<file path="src/design/dsf_regs.svh">
/*
 * offsets, field positions, reset values and feature masks of the
 * status and feature negotiation block.
 * assumes inclusion by bare name from the package and the design files.
 */
// Behaviour
// - status bit 0 = guest found device, bit 1 = knows driver, bit 3 = features ok
// - status bit 2 = driver ready, bit 6 = needs reset, bit 7 = gave up
// - every device reset loads the status field with zero, except that ERR_IN high in the same cycle as a zero write still sets bit 6
// - no buffer consumed and no notification sent before driver ready
// - unrecoverable device error sets the needs reset status bit
// - needs reset raised while driver ready sends config change notification
// - device presents every supported feature; driver writes back accepted subset
// - negotiated features change only through a reset, or after a nonzero status write clears features ok, and new negotiation
// - feature bits 0-23 device specific, 24-32 extensions, 33 up reserved
// - an added config field is announced by its own offered feature bit
// - device refuses to latch features ok for an unacceptable subset
// - config fields stay readable before features ok is set
`ifndef DSF_REGS_SVH
`define DSF_REGS_SVH

// ==========================================================
// register offsets
`define DSF_OFF_OFFER_SEL   8'h00
`define DSF_OFF_OFFER_WORD  8'h04
`define DSF_OFF_ACCEPT_SEL  8'h08
`define DSF_OFF_ACCEPT_WORD 8'h0c
`define DSF_OFF_STATUS      8'h10

// ==========================================================
// status field
`define DSF_ST_FOUND     0
`define DSF_ST_KNOWS     1
`define DSF_ST_READY     2
`define DSF_ST_FEAT_OK   3
`define DSF_ST_NEED_RST  6
`define DSF_ST_GAVE_UP   7
`define DSF_ST_MASK      8'hcf
`define DSF_STATUS_RST   8'h00

// ==========================================================
// features
`define DSF_FEAT_DEV_HI    23
`define DSF_FEAT_EXT_LO    24
`define DSF_FEAT_EXT_HI    32
`define DSF_FEAT_FUT_LO    33
`define DSF_FEAT_LEGAL     64'h0000_0001_ffff_ffff
`define DSF_FEAT_OFFER     64'h0000_0001_0000_0007
`define DSF_FEAT_CFG_EXT   2
`define DSF_FEAT_NEED      64'h0000_0000_0000_0004
`define DSF_FEAT_PREREQ    64'h0000_0000_0000_0002
`define DSF_FEAT_RST       64'h0000_0000_0000_0000

`endif

</file>
<file path="src/design/dsf_pkg.sv">
/*
 * types and the register decode function of the block.
 * assumes dsf_regs.svh on the include path.
 */
`include "dsf_regs.svh"
package dsf_pkg;
	typedef logic [7:0]  dsf_status_t;
	typedef logic [31:0] dsf_word_t;
	typedef logic [63:0] dsf_feat_t;
	typedef enum {DSF_REG_NONE, DSF_REG_OFFER_SEL, DSF_REG_OFFER_WORD,
		DSF_REG_ACCEPT_SEL, DSF_REG_ACCEPT_WORD, DSF_REG_STATUS} dsf_reg_t;

	// ==========================================================
	// address decode
	function automatic dsf_reg_t dsf_decode(input logic [7:0] addr);
		dsf_reg_t r;
		r = DSF_REG_NONE;
		unique case (addr)
			`DSF_OFF_OFFER_SEL:   r = DSF_REG_OFFER_SEL;
			`DSF_OFF_OFFER_WORD:  r = DSF_REG_OFFER_WORD;
			`DSF_OFF_ACCEPT_SEL:  r = DSF_REG_ACCEPT_SEL;
			`DSF_OFF_ACCEPT_WORD: r = DSF_REG_ACCEPT_WORD;
			`DSF_OFF_STATUS:      r = DSF_REG_STATUS;
			default:              r = DSF_REG_NONE;
		endcase
		return r;
	endfunction : dsf_decode
endpackage : dsf_pkg

</file>
<file path="src/design/dsf_feature_bank.sv">
/*
 * accepted feature set, two 32-bit halves, with lock and validity check.
 * assumes clock and synchronous active-low reset of the top module.
 */
`timescale 1ns/1ps
`include "dsf_regs.svh"
module dsf_feature_bank
	import dsf_pkg::*;
(
	input  wire logic      clk_in,
	input  wire logic      rst_n_in,
	input  wire logic      clear_in,
	input  wire logic      wr_in,
	input  wire logic      sel_in,
	input  wire dsf_word_t wdata_in,
	input  wire logic      lock_in,
	output dsf_feat_t      accepted_out,
	output logic           valid_out
);
	dsf_feat_t acc_reg;
	dsf_feat_t acc_next;

	// ==========================================================
	// halves
	genvar g;
	generate
		for (g = 0; g < 2; g++)
		begin : g_half
			always_comb
			begin
				acc_next[g*32 +: 32] = acc_reg[g*32 +: 32];
				if (clear_in)
					acc_next[g*32 +: 32] = 32'h0000_0000;
				else if (wr_in && !lock_in && (sel_in == 1'(g)))
					acc_next[g*32 +: 32] = wdata_in;
			end
		end
	endgenerate

	always_ff @(posedge clk_in)
	begin
		if (!rst_n_in)
			acc_reg <= `DSF_FEAT_RST;
		else
			acc_reg <= acc_next;
	end

	// ==========================================================
	// acceptability
	always_comb
	begin
		valid_out = ((acc_reg & ~`DSF_FEAT_OFFER) == `DSF_FEAT_RST)
			&& (((acc_reg & `DSF_FEAT_NEED) == `DSF_FEAT_RST)
			|| ((acc_reg & `DSF_FEAT_PREREQ) == `DSF_FEAT_PREREQ));
	end

	assign accepted_out = acc_reg;
endmodule : dsf_feature_bank

</file>
<file path="src/design/dsf_event_gate.sv">
/*
 * gates buffer grants and notifications on driver ready, and forms the
 * config change notification pulse.
 * assumes same-clock requests from the device core.
 */
`timescale 1ns/1ps
module dsf_event_gate
(
	input  wire logic clk_in,
	input  wire logic rst_n_in,
	input  wire logic ready_in,
	input  wire logic buf_req_in,
	input  wire logic ntf_req_in,
	input  wire logic raise_in,
	output logic      buf_grant_out,
	output logic      notify_out,
	output logic      cfg_change_out
);
	logic grant_reg;
	logic grant_next;
	logic ntf_reg;
	logic ntf_next;
	logic cfg_reg;
	logic cfg_next;

	// ==========================================================
	// gating
	always_comb
	begin
		grant_next = buf_req_in && ready_in;
		ntf_next   = ntf_req_in && ready_in;
		cfg_next   = raise_in && ready_in;
	end

	always_ff @(posedge clk_in)
	begin
		if (!rst_n_in)
		begin
			grant_reg <= 1'b0;
			ntf_reg   <= 1'b0;
			cfg_reg   <= 1'b0;
		end
		else
		begin
			grant_reg <= grant_next;
			ntf_reg   <= ntf_next;
			cfg_reg   <= cfg_next;
		end
	end

	assign buf_grant_out  = grant_reg;
	assign notify_out     = ntf_reg;
	assign cfg_change_out = cfg_reg;
endmodule : dsf_event_gate

</file>
<file path="src/design/dsf_status_feature.sv">
/*
 * top of the status and feature negotiation block: register port,
 * status field, feature offer and acceptance, event gating.
 * assumes a same-clock register master and same-clock device core inputs.
 */
// Implementation choices: the register addresses and strobed register access.
`timescale 1ns/1ps
`include "dsf_regs.svh"
module dsf_status_feature
	import dsf_pkg::*;
(
	input  wire logic       CLK_IN,
	input  wire logic       RST_N_IN,
	input  wire logic [7:0] REG_ADDR_IN,
	input  wire dsf_word_t  REG_WDATA_IN,
	input  wire logic       REG_WR_IN,
	input  wire logic       REG_RD_IN,
	input  wire logic       ERR_IN,
	input  wire logic       BUF_REQ_IN,
	input  wire logic       NOTIFY_REQ_IN,
	output dsf_word_t       REG_RDATA_OUT,
	output dsf_status_t     STATUS_OUT,
	output dsf_feat_t       FEAT_ACCEPTED_OUT,
	output logic            BUF_GRANT_OUT,
	output logic            NOTIFY_OUT,
	output logic            CFG_CHANGE_OUT
);
	// ==========================================================
	// decode
	dsf_reg_t    wr_reg;
	dsf_reg_t    rd_reg;
	logic        status_wr;
	logic        soft_rst;
	logic        accept_wr;
	logic        feat_valid;
	logic        raise_err;
	dsf_feat_t   accepted;
	dsf_feat_t   offered;

	dsf_status_t status_reg;
	dsf_status_t status_next;
	logic        offer_sel_reg;
	logic        offer_sel_next;
	logic        accept_sel_reg;
	logic        accept_sel_next;
	dsf_word_t   rdata_reg;
	dsf_word_t   rdata_next;

	always_comb
	begin
		wr_reg    = REG_WR_IN ? dsf_decode(REG_ADDR_IN) : DSF_REG_NONE;
		rd_reg    = REG_RD_IN ? dsf_decode(REG_ADDR_IN) : DSF_REG_NONE;
		status_wr = (wr_reg == DSF_REG_STATUS);
		soft_rst  = status_wr && (REG_WDATA_IN[7:0] == `DSF_STATUS_RST);
		accept_wr = (wr_reg == DSF_REG_ACCEPT_WORD);
		offered   = `DSF_FEAT_OFFER & `DSF_FEAT_LEGAL;
		raise_err = ERR_IN && !status_reg[`DSF_ST_NEED_RST];
	end

	// ==========================================================
	// status field
	always_comb
	begin
		status_next = status_reg;
		if (soft_rst)
			status_next = `DSF_STATUS_RST;
		else if (status_wr)
		begin
			status_next = REG_WDATA_IN[7:0] & `DSF_ST_MASK;
			status_next[`DSF_ST_FEAT_OK] = REG_WDATA_IN[`DSF_ST_FEAT_OK]
				&& (status_reg[`DSF_ST_FEAT_OK] || feat_valid);
			status_next[`DSF_ST_NEED_RST] = status_reg[`DSF_ST_NEED_RST];
		end
		if (ERR_IN)
			status_next[`DSF_ST_NEED_RST] = 1'b1;
	end

	always_ff @(posedge CLK_IN)
	begin
		if (!RST_N_IN)
			status_reg <= `DSF_STATUS_RST;
		else
			status_reg <= status_next;
	end

	// ==========================================================
	// selectors
	always_comb
	begin
		offer_sel_next  = offer_sel_reg;
		accept_sel_next = accept_sel_reg;
		if (wr_reg == DSF_REG_OFFER_SEL)
			offer_sel_next = REG_WDATA_IN[0];
		if (wr_reg == DSF_REG_ACCEPT_SEL)
			accept_sel_next = REG_WDATA_IN[0];
		if (soft_rst)
		begin
			offer_sel_next  = 1'b0;
			accept_sel_next = 1'b0;
		end
	end

	always_ff @(posedge CLK_IN)
	begin
		if (!RST_N_IN)
		begin
			offer_sel_reg  <= 1'b0;
			accept_sel_reg <= 1'b0;
		end
		else
		begin
			offer_sel_reg  <= offer_sel_next;
			accept_sel_reg <= accept_sel_next;
		end
	end

	// ==========================================================
	// read port, never gated by status
	always_comb
	begin
		rdata_next = 32'h0000_0000;
		unique case (rd_reg)
			DSF_REG_OFFER_SEL:   rdata_next = {31'h0000_0000, offer_sel_reg};
			DSF_REG_OFFER_WORD:  rdata_next = offered[offer_sel_reg*32 +: 32];
			DSF_REG_ACCEPT_SEL:  rdata_next = {31'h0000_0000, accept_sel_reg};
			DSF_REG_ACCEPT_WORD: rdata_next = accepted[accept_sel_reg*32 +: 32];
			DSF_REG_STATUS:      rdata_next = {24'h00_0000, status_reg};
			DSF_REG_NONE:        rdata_next = 32'h0000_0000;
		endcase
	end

	always_ff @(posedge CLK_IN)
	begin
		if (!RST_N_IN)
			rdata_reg <= 32'h0000_0000;
		else
			rdata_reg <= rdata_next;
	end

	// ==========================================================
	// features and events
	dsf_feature_bank u_bank (
		.clk_in       (CLK_IN),
		.rst_n_in     (RST_N_IN),
		.clear_in     (soft_rst),
		.wr_in        (accept_wr),
		.sel_in       (accept_sel_reg),
		.wdata_in     (REG_WDATA_IN),
		.lock_in      (status_reg[`DSF_ST_FEAT_OK]),
		.accepted_out (accepted),
		.valid_out    (feat_valid)
	);

	dsf_event_gate u_gate (
		.clk_in         (CLK_IN),
		.rst_n_in       (RST_N_IN),
		.ready_in       (status_reg[`DSF_ST_READY]),
		.buf_req_in     (BUF_REQ_IN),
		.ntf_req_in     (NOTIFY_REQ_IN),
		.raise_in       (raise_err),
		.buf_grant_out  (BUF_GRANT_OUT),
		.notify_out     (NOTIFY_OUT),
		.cfg_change_out (CFG_CHANGE_OUT)
	);

	assign REG_RDATA_OUT     = rdata_reg;
	assign STATUS_OUT        = status_reg;
	assign FEAT_ACCEPTED_OUT = accepted;
endmodule : dsf_status_feature

</file>
<file path="config.mk">
export PLATFORM = sky130hd
export DESIGN_NAME = dsf_status_feature
export DESIGN_NICKNAME = d
export VERILOG_FILES = /design/src/design/dsf_pkg.sv /design/src/design/dsf_feature_bank.sv /design/src/design/dsf_event_gate.sv /design/src/design/dsf_status_feature.sv
export VERILOG_INCLUDE_DIRS = /design/src /design/src/design
export SDC_FILE = /design/constraint.sdc
export NUM_CORES = 1
export LEC_CHECK = 0
export BUFFER_PORTS_ARGS = -buffer_cell sky130_fd_sc_hd__buf_2
export CAP_MARGIN = 40
export CORE_MARGIN = 2
export CORE_UTILIZATION = 30
export CTS_CLUSTER_DIAMETER = 200
export DETAILED_ROUTE_END_ITERATION = 8
export RECOVER_POWER = 100
export SLEW_MARGIN = 15
export SYNTH_ARGS = -nofsm -noshare
export SYNTH_HDL_FRONTEND = slang
export SYNTH_SLANG_ARGS = --single-unit
export TNS_END_PERCENT = 100
</file>
<file path="constraint.sdc">
create_clock -name CLK_IN -period 3.5 [get_ports CLK_IN]
set_clock_uncertainty 0.1 [all_clocks]
set_input_delay 0.175 -clock CLK_IN [delete_from_list [all_inputs] [get_ports CLK_IN]]
set_output_delay 0.175 -clock CLK_IN [all_outputs]
set_load 0.01 [all_outputs]
</file>
==> results of run 1 <==
## path summary, 6_finish.rpt
| kind | from | end | slack [ps] | cells after the start |
|---|---|---|---|---|
| max | REG_ADDR_IN[7] | u_bank.accepted_out[12] | 1130 | 6 |
| min | REG_WDATA_IN[5] | u_bank.accepted_out[37] | 20 | 3 |
| max reg2reg | accept_sel_reg | REG_RDATA_OUT[6] | 1340 | 4 |
| min reg2reg | STATUS_OUT[1] | REG_RDATA_OUT[1] | 420 | 2 |
## power breakdown
| part | switching, mW | internal [mW] | leakage (nW) |
|---|---|---|---|
| sequential | 0.00163 | 1.22 | 0.862 |
| combinational | 0.0535 | 0.0498 | 1.48 |
| clock | 0.441 | 0.662 | 0.165 |
## area by class of cell
type                       instances  share of cell area
clock inverter                     5              0.0136
inverter                           1            0.000681
tap                              180              0.0409
clock buffer                      11              0.0459
sequential                       107               0.389
timing repair buffer             185               0.171
multi-input combinational        275               0.340
## layer usage
layer / part of all wire / track usage / vias up
li1: - / - / 1760
met1: 0.44 / 0.203 / 1727
met2: 0.48 / 0.267 / 128
met3: 0.061 / 0.0463 / 16
met4: 0.017 / 0.0589 / 0
met5: 0 / 0 / -
## cell families after synthesis
logic type	synth area share
simple gates	0.176
flops	0.512
mux	0.245
buf+inv	0.0368
compound gates	0.0287
other cells	0.000897
## repair_timing
action                    CTS  global route
hold endpoints to repair   52             0
gates resized for setup     0             0
hold buffers               28             0
## stage by stage
step / total power, mW / instances / setup slack (ps) / area, sq um / util
after floorplan: 1.28 / 410 / 1690 / 4190 / -
after global placement: 1.33 / 720 / 1290 / 5060 / 0.368
final: 2.43 / 764 / 1130 / 5510 / 0.400
after global routing: 2.52 / 764 / 868 / 5510 / 0.400
after CTS: 2.46 / 764 / 1520 / 5670 / 0.412
after detailed placement: 1.33 / 720 / 1190 / 5060 / 0.368
## worst reg2reg max path, delay by kind of cell (launching register included)
kind,cells,cell delay [ps]
DFF,1,370
buffers and inverters,1,940
and+or+nand+nor,1,50
muxes,1,390
AOI/OAI and AO/OA,1,190
## cell usage after synthesis, types with 2 or more instances
cell / instances / area [sq um]
mux2_2: 3 / 33.8
a31oi_1: 2 / 12.5
buf_4: 11 / 82.6
dfxtp_1: 107 / 2140
nor3_1: 3 / 15.0
clkbuf_1: 10 / 37.5
and3_1: 4 / 25.0
a2bb2oi_1: 3 / 26.3
nor2_1: 102 / 383
nand4_1: 8 / 50.1
nand2b_1: 2 / 12.5
nand3_1: 6 / 30.0
mux2i_1: 99 / 991
buf_2: 6 / 30.0
a21o_1: 2 / 15.0
nor4_1: 14 / 87.6
nand2_1: 7 / 26.3
nor4b_1: 3 / 26.3
## placed cells by master (no fill, tap or decap), types with 2 or more instances in the layout
cell,synthesis,layout
clkbuf_1,10,108
dfxtp_1,107,107
nor2_1,102,102
mux2i_1,99,99
buf_2,6,44
dlygate4sd3_1,0,28
nor4_1,14,14
clkbuf_16,0,9
nand4_1,8,8
nand3_1,6,7
nand2_1,7,7
and3_1,4,4
buf_4,11,4
nor4b_1,3,3
nor3_1,3,3
a2bb2oi_1,3,3
clkinv_2,0,3
o31ai_1,1,2
nand2b_1,2,2
a21o_1,2,2
mux2_1,0,2
a31oi_1,2,2
conb_1,1,2
bufinv_16,0,2
clkbuf_8,0,2
==> impl_results.md, run 1 <==
- Syn_area_per_cell: 10.2 sq um
- Worst setup SP type: input pin
- Total GRT Usage: 0.163
- CP top delay family: simple AND/OR/NAND/NOR gates
- Slowest CP cell: o31ai_1
- Final nets: 626
- Drt pass-1 iters: 4
- Clock Path Buffers: 2
- Post-synthesis cell area: 4180 sq um
- Clock root cell: clkbuf_16
- Final Cycle Share: 0.677
- H-Tree Depth: 3
- Primary FF master, synth: dfxtp_1
- IO buf count: 151
- WP buf/inv: 2
- Worst-skew pair later-pin latency: 340 ps
- Failing checks: capacitance limit, slew limit
- Ratio of cells with drive above 1 in the final layout: 0.115
- Critical-path cell list: clkbuf_1 > nor4_4 > nand3_1 > o31ai_1 > buf_4 > nor2_1
- Synthesis-to-layout area growth: 31.8%
- CP Capture Type: register
- RSZ-0062 raised after global routing: false
- TritonCTS clock tree: yes
- Core area: 13,800 sq um
- DIE WIDTH: 122 microns
- Rows: 43
- Crit-path max FO: 36
- Footprint of the multi-input gates: 1870 sq um
- Unique cell type count in the Yosys netlist: 35
- Postcts setup bufs: 0
- Worst relative slew slack: -0.00927
- Critical path type: in2reg
- Fmax: 0.422 GHz
- Cell count after synthesis: 409
- Post-synthesis sequential area ratio: 0.512
- Worst hold path class: in2reg
- RePlAce Congestion: 0.793
- Die area: 14,900 sq um
- # IOs: 154
- Critical Path AT: 2490 ps
- Warnings, synthesis: 0
- Initial Util: 0.304
- Global route overflow: 0
- Diode count: 0
- Leak pwr: 2.50 nW
- Post-synth EDFFs: 0
- VDD IR max: 0.304 mV
- PwrDens: 440 nW/um^2
- Max Cap Viol: 1
- Wire per inst: 16.0 microns
- Antenna violations before repair: 0
- Die span in y: 122 microns
- Via count: 3,631
- Largest net degree at the start of global routing: 37
- Antenna-violating nets left: 0
- First-pass GRT wire length: 18.5 mm
- Routed wire length: 12.3 mm
- CTS Buf Count: 9
- Seq. cell area: 2140 sq um
- Crit path time final: 2370 ps
- Clock Sink Count: 107
- Required @ worst endpoint: 3620 ps
- Via density: 4.75
- Max reg flops: 64
- Final setup vio count: 0
- Least-Margin Pin Slew: 1510 ps
- Setup TNS: 0 ps
- Post-synth ARST share: 0
- Fin. max-slew vios: 27
- CTS clk-pin slew, worst paths: 70 ps
- Status: finished with violations
- Hold WS: 17.1 ps
- Filler instances: 1,453
- Initial drt markers: 156
- Vias in the first global route: 3,497
- Drc violations: 0
- Final HPWL DP: 8.58 mm
- Fin. Hold Viols: 0
- Critical Path Max Stage Delay: 710 ps
- Synth Register Bits: 107
No activity file was read; power rests on OpenSTA's default activity.
==> run 2: changes to the inputs <==
==> constraint.sdc (replaced) <==
create_clock -name CLK_IN -period 1.9 [get_ports CLK_IN]
set_clock_uncertainty 0.1 [all_clocks]
set_input_delay 0.095 -clock CLK_IN [delete_from_list [all_inputs] [get_ports CLK_IN]]
set_output_delay 0.095 -clock CLK_IN [all_outputs]
set_load 0.01 [all_outputs]
==> impl_results.md, run 2 (synthesized netlist as in run 1, its figures left out) <==
- TritonCTS clock tree: yes
- IO buf count: 151
- Inst Count DP: 728
- Final Cycle Share: 0.925
- Final HPWL DP: 8.79 mm
- H-Tree Depth: 3
- Critical-path cell list: nand2b_1 > a21o_1 > a211o_1 > dlygate4sd3_1 > a21oi_1
- Via count: 3,603
- Initial Util: 0.304
- Rows: 43
- Worst relative slew slack: 0.671
- Crit path time final: 1760 ps
- Fmax: 0.569 GHz
- PwrDens: 766 nW/um^2
- Clock Sink Count: 107
- Worst hold path class: in2reg
- Drt pass-1 iters: 4
- Crit path setup slack, layout: 142 ps
- Critical Path AT: 1940 ps
- Max Cap Viol: 0
- CTS clk-pin slew, worst paths: 70 ps
- RePlAce Congestion: 0.797
- Post-Place Worst Slack: 123 ps
- Crit-path max FO: 4
- Slowest CP cell: dlygate4sd3_1
- Filler instances: 1,455
- Clock Path Buffers: 2
- Most common cell after layout, fill and taps aside: clkbuf_1
- Clock root cell: clkbuf_16
- CP top delay family: compound AO/OA/AOI/OAI gates
- Routed wire length: 12.4 mm
- Hold depth: 3
- RSZ-0062 raised after global routing: false
- Diode count: 0
- Critical Path Max Stage Delay: 560 ps
- Least-Margin Pin Slew: 488 ps
- Setup TNS: 0 ps
- Antenna violations before repair: 0
- Leak pwr: 2.58 nW
- Total GRT Usage: 0.166
- Largest net degree at the start of global routing: 44
- Ratio of cells with drive above 1 in the final layout: 0.132
- Final nets: 642
- R2r endpoint: REG_RDATA_OUT[0]
- CTS Buf Count: 9
- Required @ worst endpoint: 2080 ps
- Hold path startpoint: REG_WDATA_IN[3]
- Vias in the first global route: 3,448
- Finished Layout Cells: 779
- DIE WIDTH: 122 microns
- Hold EP: u_bank.accepted_out[3]
- Drc violations: 0
- Fin. max-slew vios: 0
- WP buf/inv: 1
- Hold WS: 10.2 ps
- Antenna-violating nets left: 0
- VDD IR max: 0.332 mV
- Die span in y: 122 microns
- Worst setup SP type: register
- Most frequent cells in the layout: clkbuf_1, dfxtp_1, nor2_1, mux2i_1, buf_2
- Status: finished, final reports clean
- # IOs: 154
- Final setup vio count: 0
- Critical path type: reg2reg
- Global route overflow: 0
- Fin. Hold Viols: 0
- Die area: 14,900 sq um
- Wire per inst: 15.9 microns
- R2R Setup Slk: 140 ps
- Worst r2r path cells: 5
- Initial drt markers: 178
- FF-to-FF Start: accept_sel_reg
- Core area: 13,800 sq um
- Postcts setup bufs: 0
- First-pass GRT wire length: 18.8 mm
- Worst-skew pair later-pin latency: 350 ps
- Via density: 4.63
- CP Capture Type: register
- Max reg flops: 64
- Synthesis-to-layout area growth: 36.0%
[run 2: how the worst max path moves through the flow]
stage,startpoint,end,slack (ps),depth (start not counted)
final,accept_sel_reg,REG_RDATA_OUT[0],140,5
after global routing,REG_WDATA_IN[7],u_bank.accepted_out[21],50,7
after CTS,REG_WDATA_IN[7],u_bank.accepted_out[38],90,7
after detailed placement,REG_ADDR_IN[2],u_bank.accepted_out[24],120,6
after global placement,REG_ADDR_IN[2],u_bank.accepted_out[16],140,6
after floorplan,REG_ADDR_IN[2],accept_sel_reg,170,6
[run 2: per-stage QoR]
step	instance area, sq um	util	total power [mW]
6_report	5690	0.413	4.36
4_1_cts	5830	0.423	4.41
5_1_grt	5690	0.413	4.51
3_3_place_gp	5170	0.376	2.46
2_1_floorplan	4190	-	2.37
3_5_place_dp	5170	0.376	2.46
[run 2: power breakdown]
part | internal (mW) | switching (mW)
registers | 2.24 | 0.00286
clock network | 1.09 | 0.810
logic | 0.113 | 0.102
total | 3.44 | 0.915
[run 2: cell type report]
type	count	area, sq um	share of cell area
clock buffer	13	260	0.0458
tap	180	225	0.0396
inverter	1	3.75	0.000660
clock inverter	2	35.0	0.00616
multi-input combinational	275	1890	0.332
timing repair buffer	201	1130	0.199
sequential	107	2140	0.377
[run 2: worst register-to-register path: stages, from the launching register on]
cell and delay, ps:
dfxtp_1 380, nand2b_1 70, a21o_1 170, a211o_1 280, dlygate4sd3_1 560, a21oi_1 130
[run 2: repair_timing]
action / CTS / global route
endpoints found under the setup margin: 0 / 7
resized for setup: 0 / 1
hold buffers: 36 / 0
endpoints found under the hold margin: 73 / 0
[run 2: per-layer routing]
metal | global-route usage | share of wire | vias up
met2 | 0.264 | 0.47 | 99
met5 | 0 | 0 | -
met4 | 0.0596 | 0.0083 | 0
met1 | 0.222 | 0.47 | 1695
met3 | 0.0365 | 0.053 | 7
li1 | - | - | 1802
==> run 3: changes to the inputs <==
--- a/config.mk
+++ b/config.mk
@@ -10,6 +10,7 @@
 export CAP_MARGIN = 40
 export CORE_MARGIN = 2
 export CORE_UTILIZATION = 30
+export CTS_BUF_LIST = sky130_fd_sc_hd__clkbuf_4 sky130_fd_sc_hd__clkbuf_8
 export CTS_CLUSTER_DIAMETER = 200
 export DETAILED_ROUTE_END_ITERATION = 8
 export RECOVER_POWER = 100
==> impl_results.md, run 3 (synthesized netlist as in run 1, its figures left out) <==
- Status: finished, final reports clean
- VDD IR max: 0.299 mV
- Initial drt markers: 196
- Required @ worst endpoint: 2070 ps
- TritonCTS clock tree: yes
- Via density: 4.66
- Diode count: 0
- Worst setup SP type: input pin
- Synthesis-to-layout area growth: 34.3%
- Ratio of cells with drive above 1 in the final layout: 0.133
- First-pass GRT wire length: 19.0 mm
- Post-Place Worst Slack: 123 ps
- Critical path type: in2reg
- Drc violations: 0
- Final Cycle Share: 0.936
- Fin. Hold Viols: 0
- RSZ-0062 raised after global routing: false
- Via count: 3,646
- Clock root cell: clkbuf_8
- Antenna-violating nets left: 0
- Crit-path max FO: 43
- CP Capture Type: register
- Final HPWL DP: 8.79 mm
- Post-DP Area: 5170 sq um
- IO buf count: 151
- Design Area, Final: 5620 sq um
- Final Util: 0.408
- Max layer used: met4
- Postcts setup bufs: 0
- Total GRT Usage: 0.167
- Wire per inst: 15.9 microns
- Die area: 14,900 sq um
- Hold depth: 4
- Core area: 13,800 sq um
- Met3 WL post-DR: 640 microns
- Setup TNS: 0 ps
- Fin. max-slew vios: 0
- Routed wire length: 12.5 mm
- Most common cell after layout, fill and taps aside: dfxtp_1
- Drt pass-1 iters: 4
- Die span in y: 122 microns
- Worst relative slew slack: 0.660
- Worst-skew pair later-pin latency: 370 ps
- Largest net degree at the start of global routing: 44
- Met2 WL: 5.86 mm
- CTS clk-pin slew, worst paths: 100 ps
- Global route overflow: 0
- Least-Margin Pin Slew: 505 ps
- Filler instances: 1,474
- Clock Sink Count: 107
- PwrDens: 700 nW/um^2
- Final nets: 645
- Wire length on met1: 5.80 mm
- Rows: 43
- Worst hold path class: in2reg
- Final setup vio count: 0
- Critical Path AT: 1940 ps
- Antenna violations before repair: 0
- Most frequent cells in the layout: dfxtp_1, clkbuf_1, nor2_1, mux2i_1, buf_2
- Max Cap Viol: 0
- Crit path setup slack, layout: 122 ps
- H-Tree Depth: 3
- DIE WIDTH: 122 microns
- Max reg flops: 64
- Initial Util: 0.304
- Vias in the first global route: 3,513
- # IOs: 154
- Crit path time final: 1780 ps
- Fmax: 0.563 GHz
- Clock Path Buffers: 2
- RePlAce Congestion: 0.797
- Leak pwr: 2.55 nW
- Worst r2r path cells: 5
- CTS Buf Count: 9
[run 3: changes by cell type in the layout (fill, tap and decap cells not counted), sizes merged]
cell	delta
dlygate4sd3	+3
[run 3: report_power, final]
part | internal [mW] | leakage, nW | switching, mW
registers | 2.24 | 0.862 | 0.00288
logic | 0.116 | 1.59 | 0.102
clock network | 0.704 | 0.106 | 0.763
[run 3: worst paths after layout]
path / start / endpoint / slack [ps]
max: REG_WDATA_IN[7] / u_bank.accepted_out[21] / 120
max reg2reg: accept_sel_reg / REG_RDATA_OUT[0] / 130
min: REG_WR_IN / accept_sel_reg / 50
min reg2reg: STATUS_OUT[1] / REG_RDATA_OUT[1] / 390
[run 3: final cells by class]
class,count,area [sq um],area share
inverters,1,3.75,0.000668
repair buffers,204,1160,0.207
flip-flops and latches,107,2140,0.381
well taps,180,225,0.0401
clock buffers,13,166,0.0296
multi-input cells,275,1880,0.335
clock inverters,2,35.0,0.00624
[run 3: worst max-delay path, stage by stage]
cell	delay, ps
dlygate4sd3_1	530
buf_2	160
nor4_1	340
nand2_1	150
o31ai_4	300
buf_12	260
nor2_1	80
[run 3: metrics by stage]
step | total power [mW] | std cells | hold slack, ps
floorplan | 2.37 | 410 | 104
global placement | 2.46 | 728 | 207
detailed placement | 2.46 | 728 | 220
CTS | 3.98 | 782 | 14.4
global route | 4.08 | 782 | 60.7
finish | 3.93 | 782 | 46.0
[run 3: timing repair]
item	CTS	global route
resized for setup	0	0
hold buffers	39	0
hold endpoints to repair	75	0
[run 3: layer usage]
| layer | vias to the layer above | track usage |
|---|---|---|
| met3 | 13 | 0.0379 |
| li1 | 1803 | - |
| met4 | 0 | 0.0575 |
| met5 | - | 0 |
| met2 | 107 | 0.268 |
| met1 | 1723 | 0.222 |
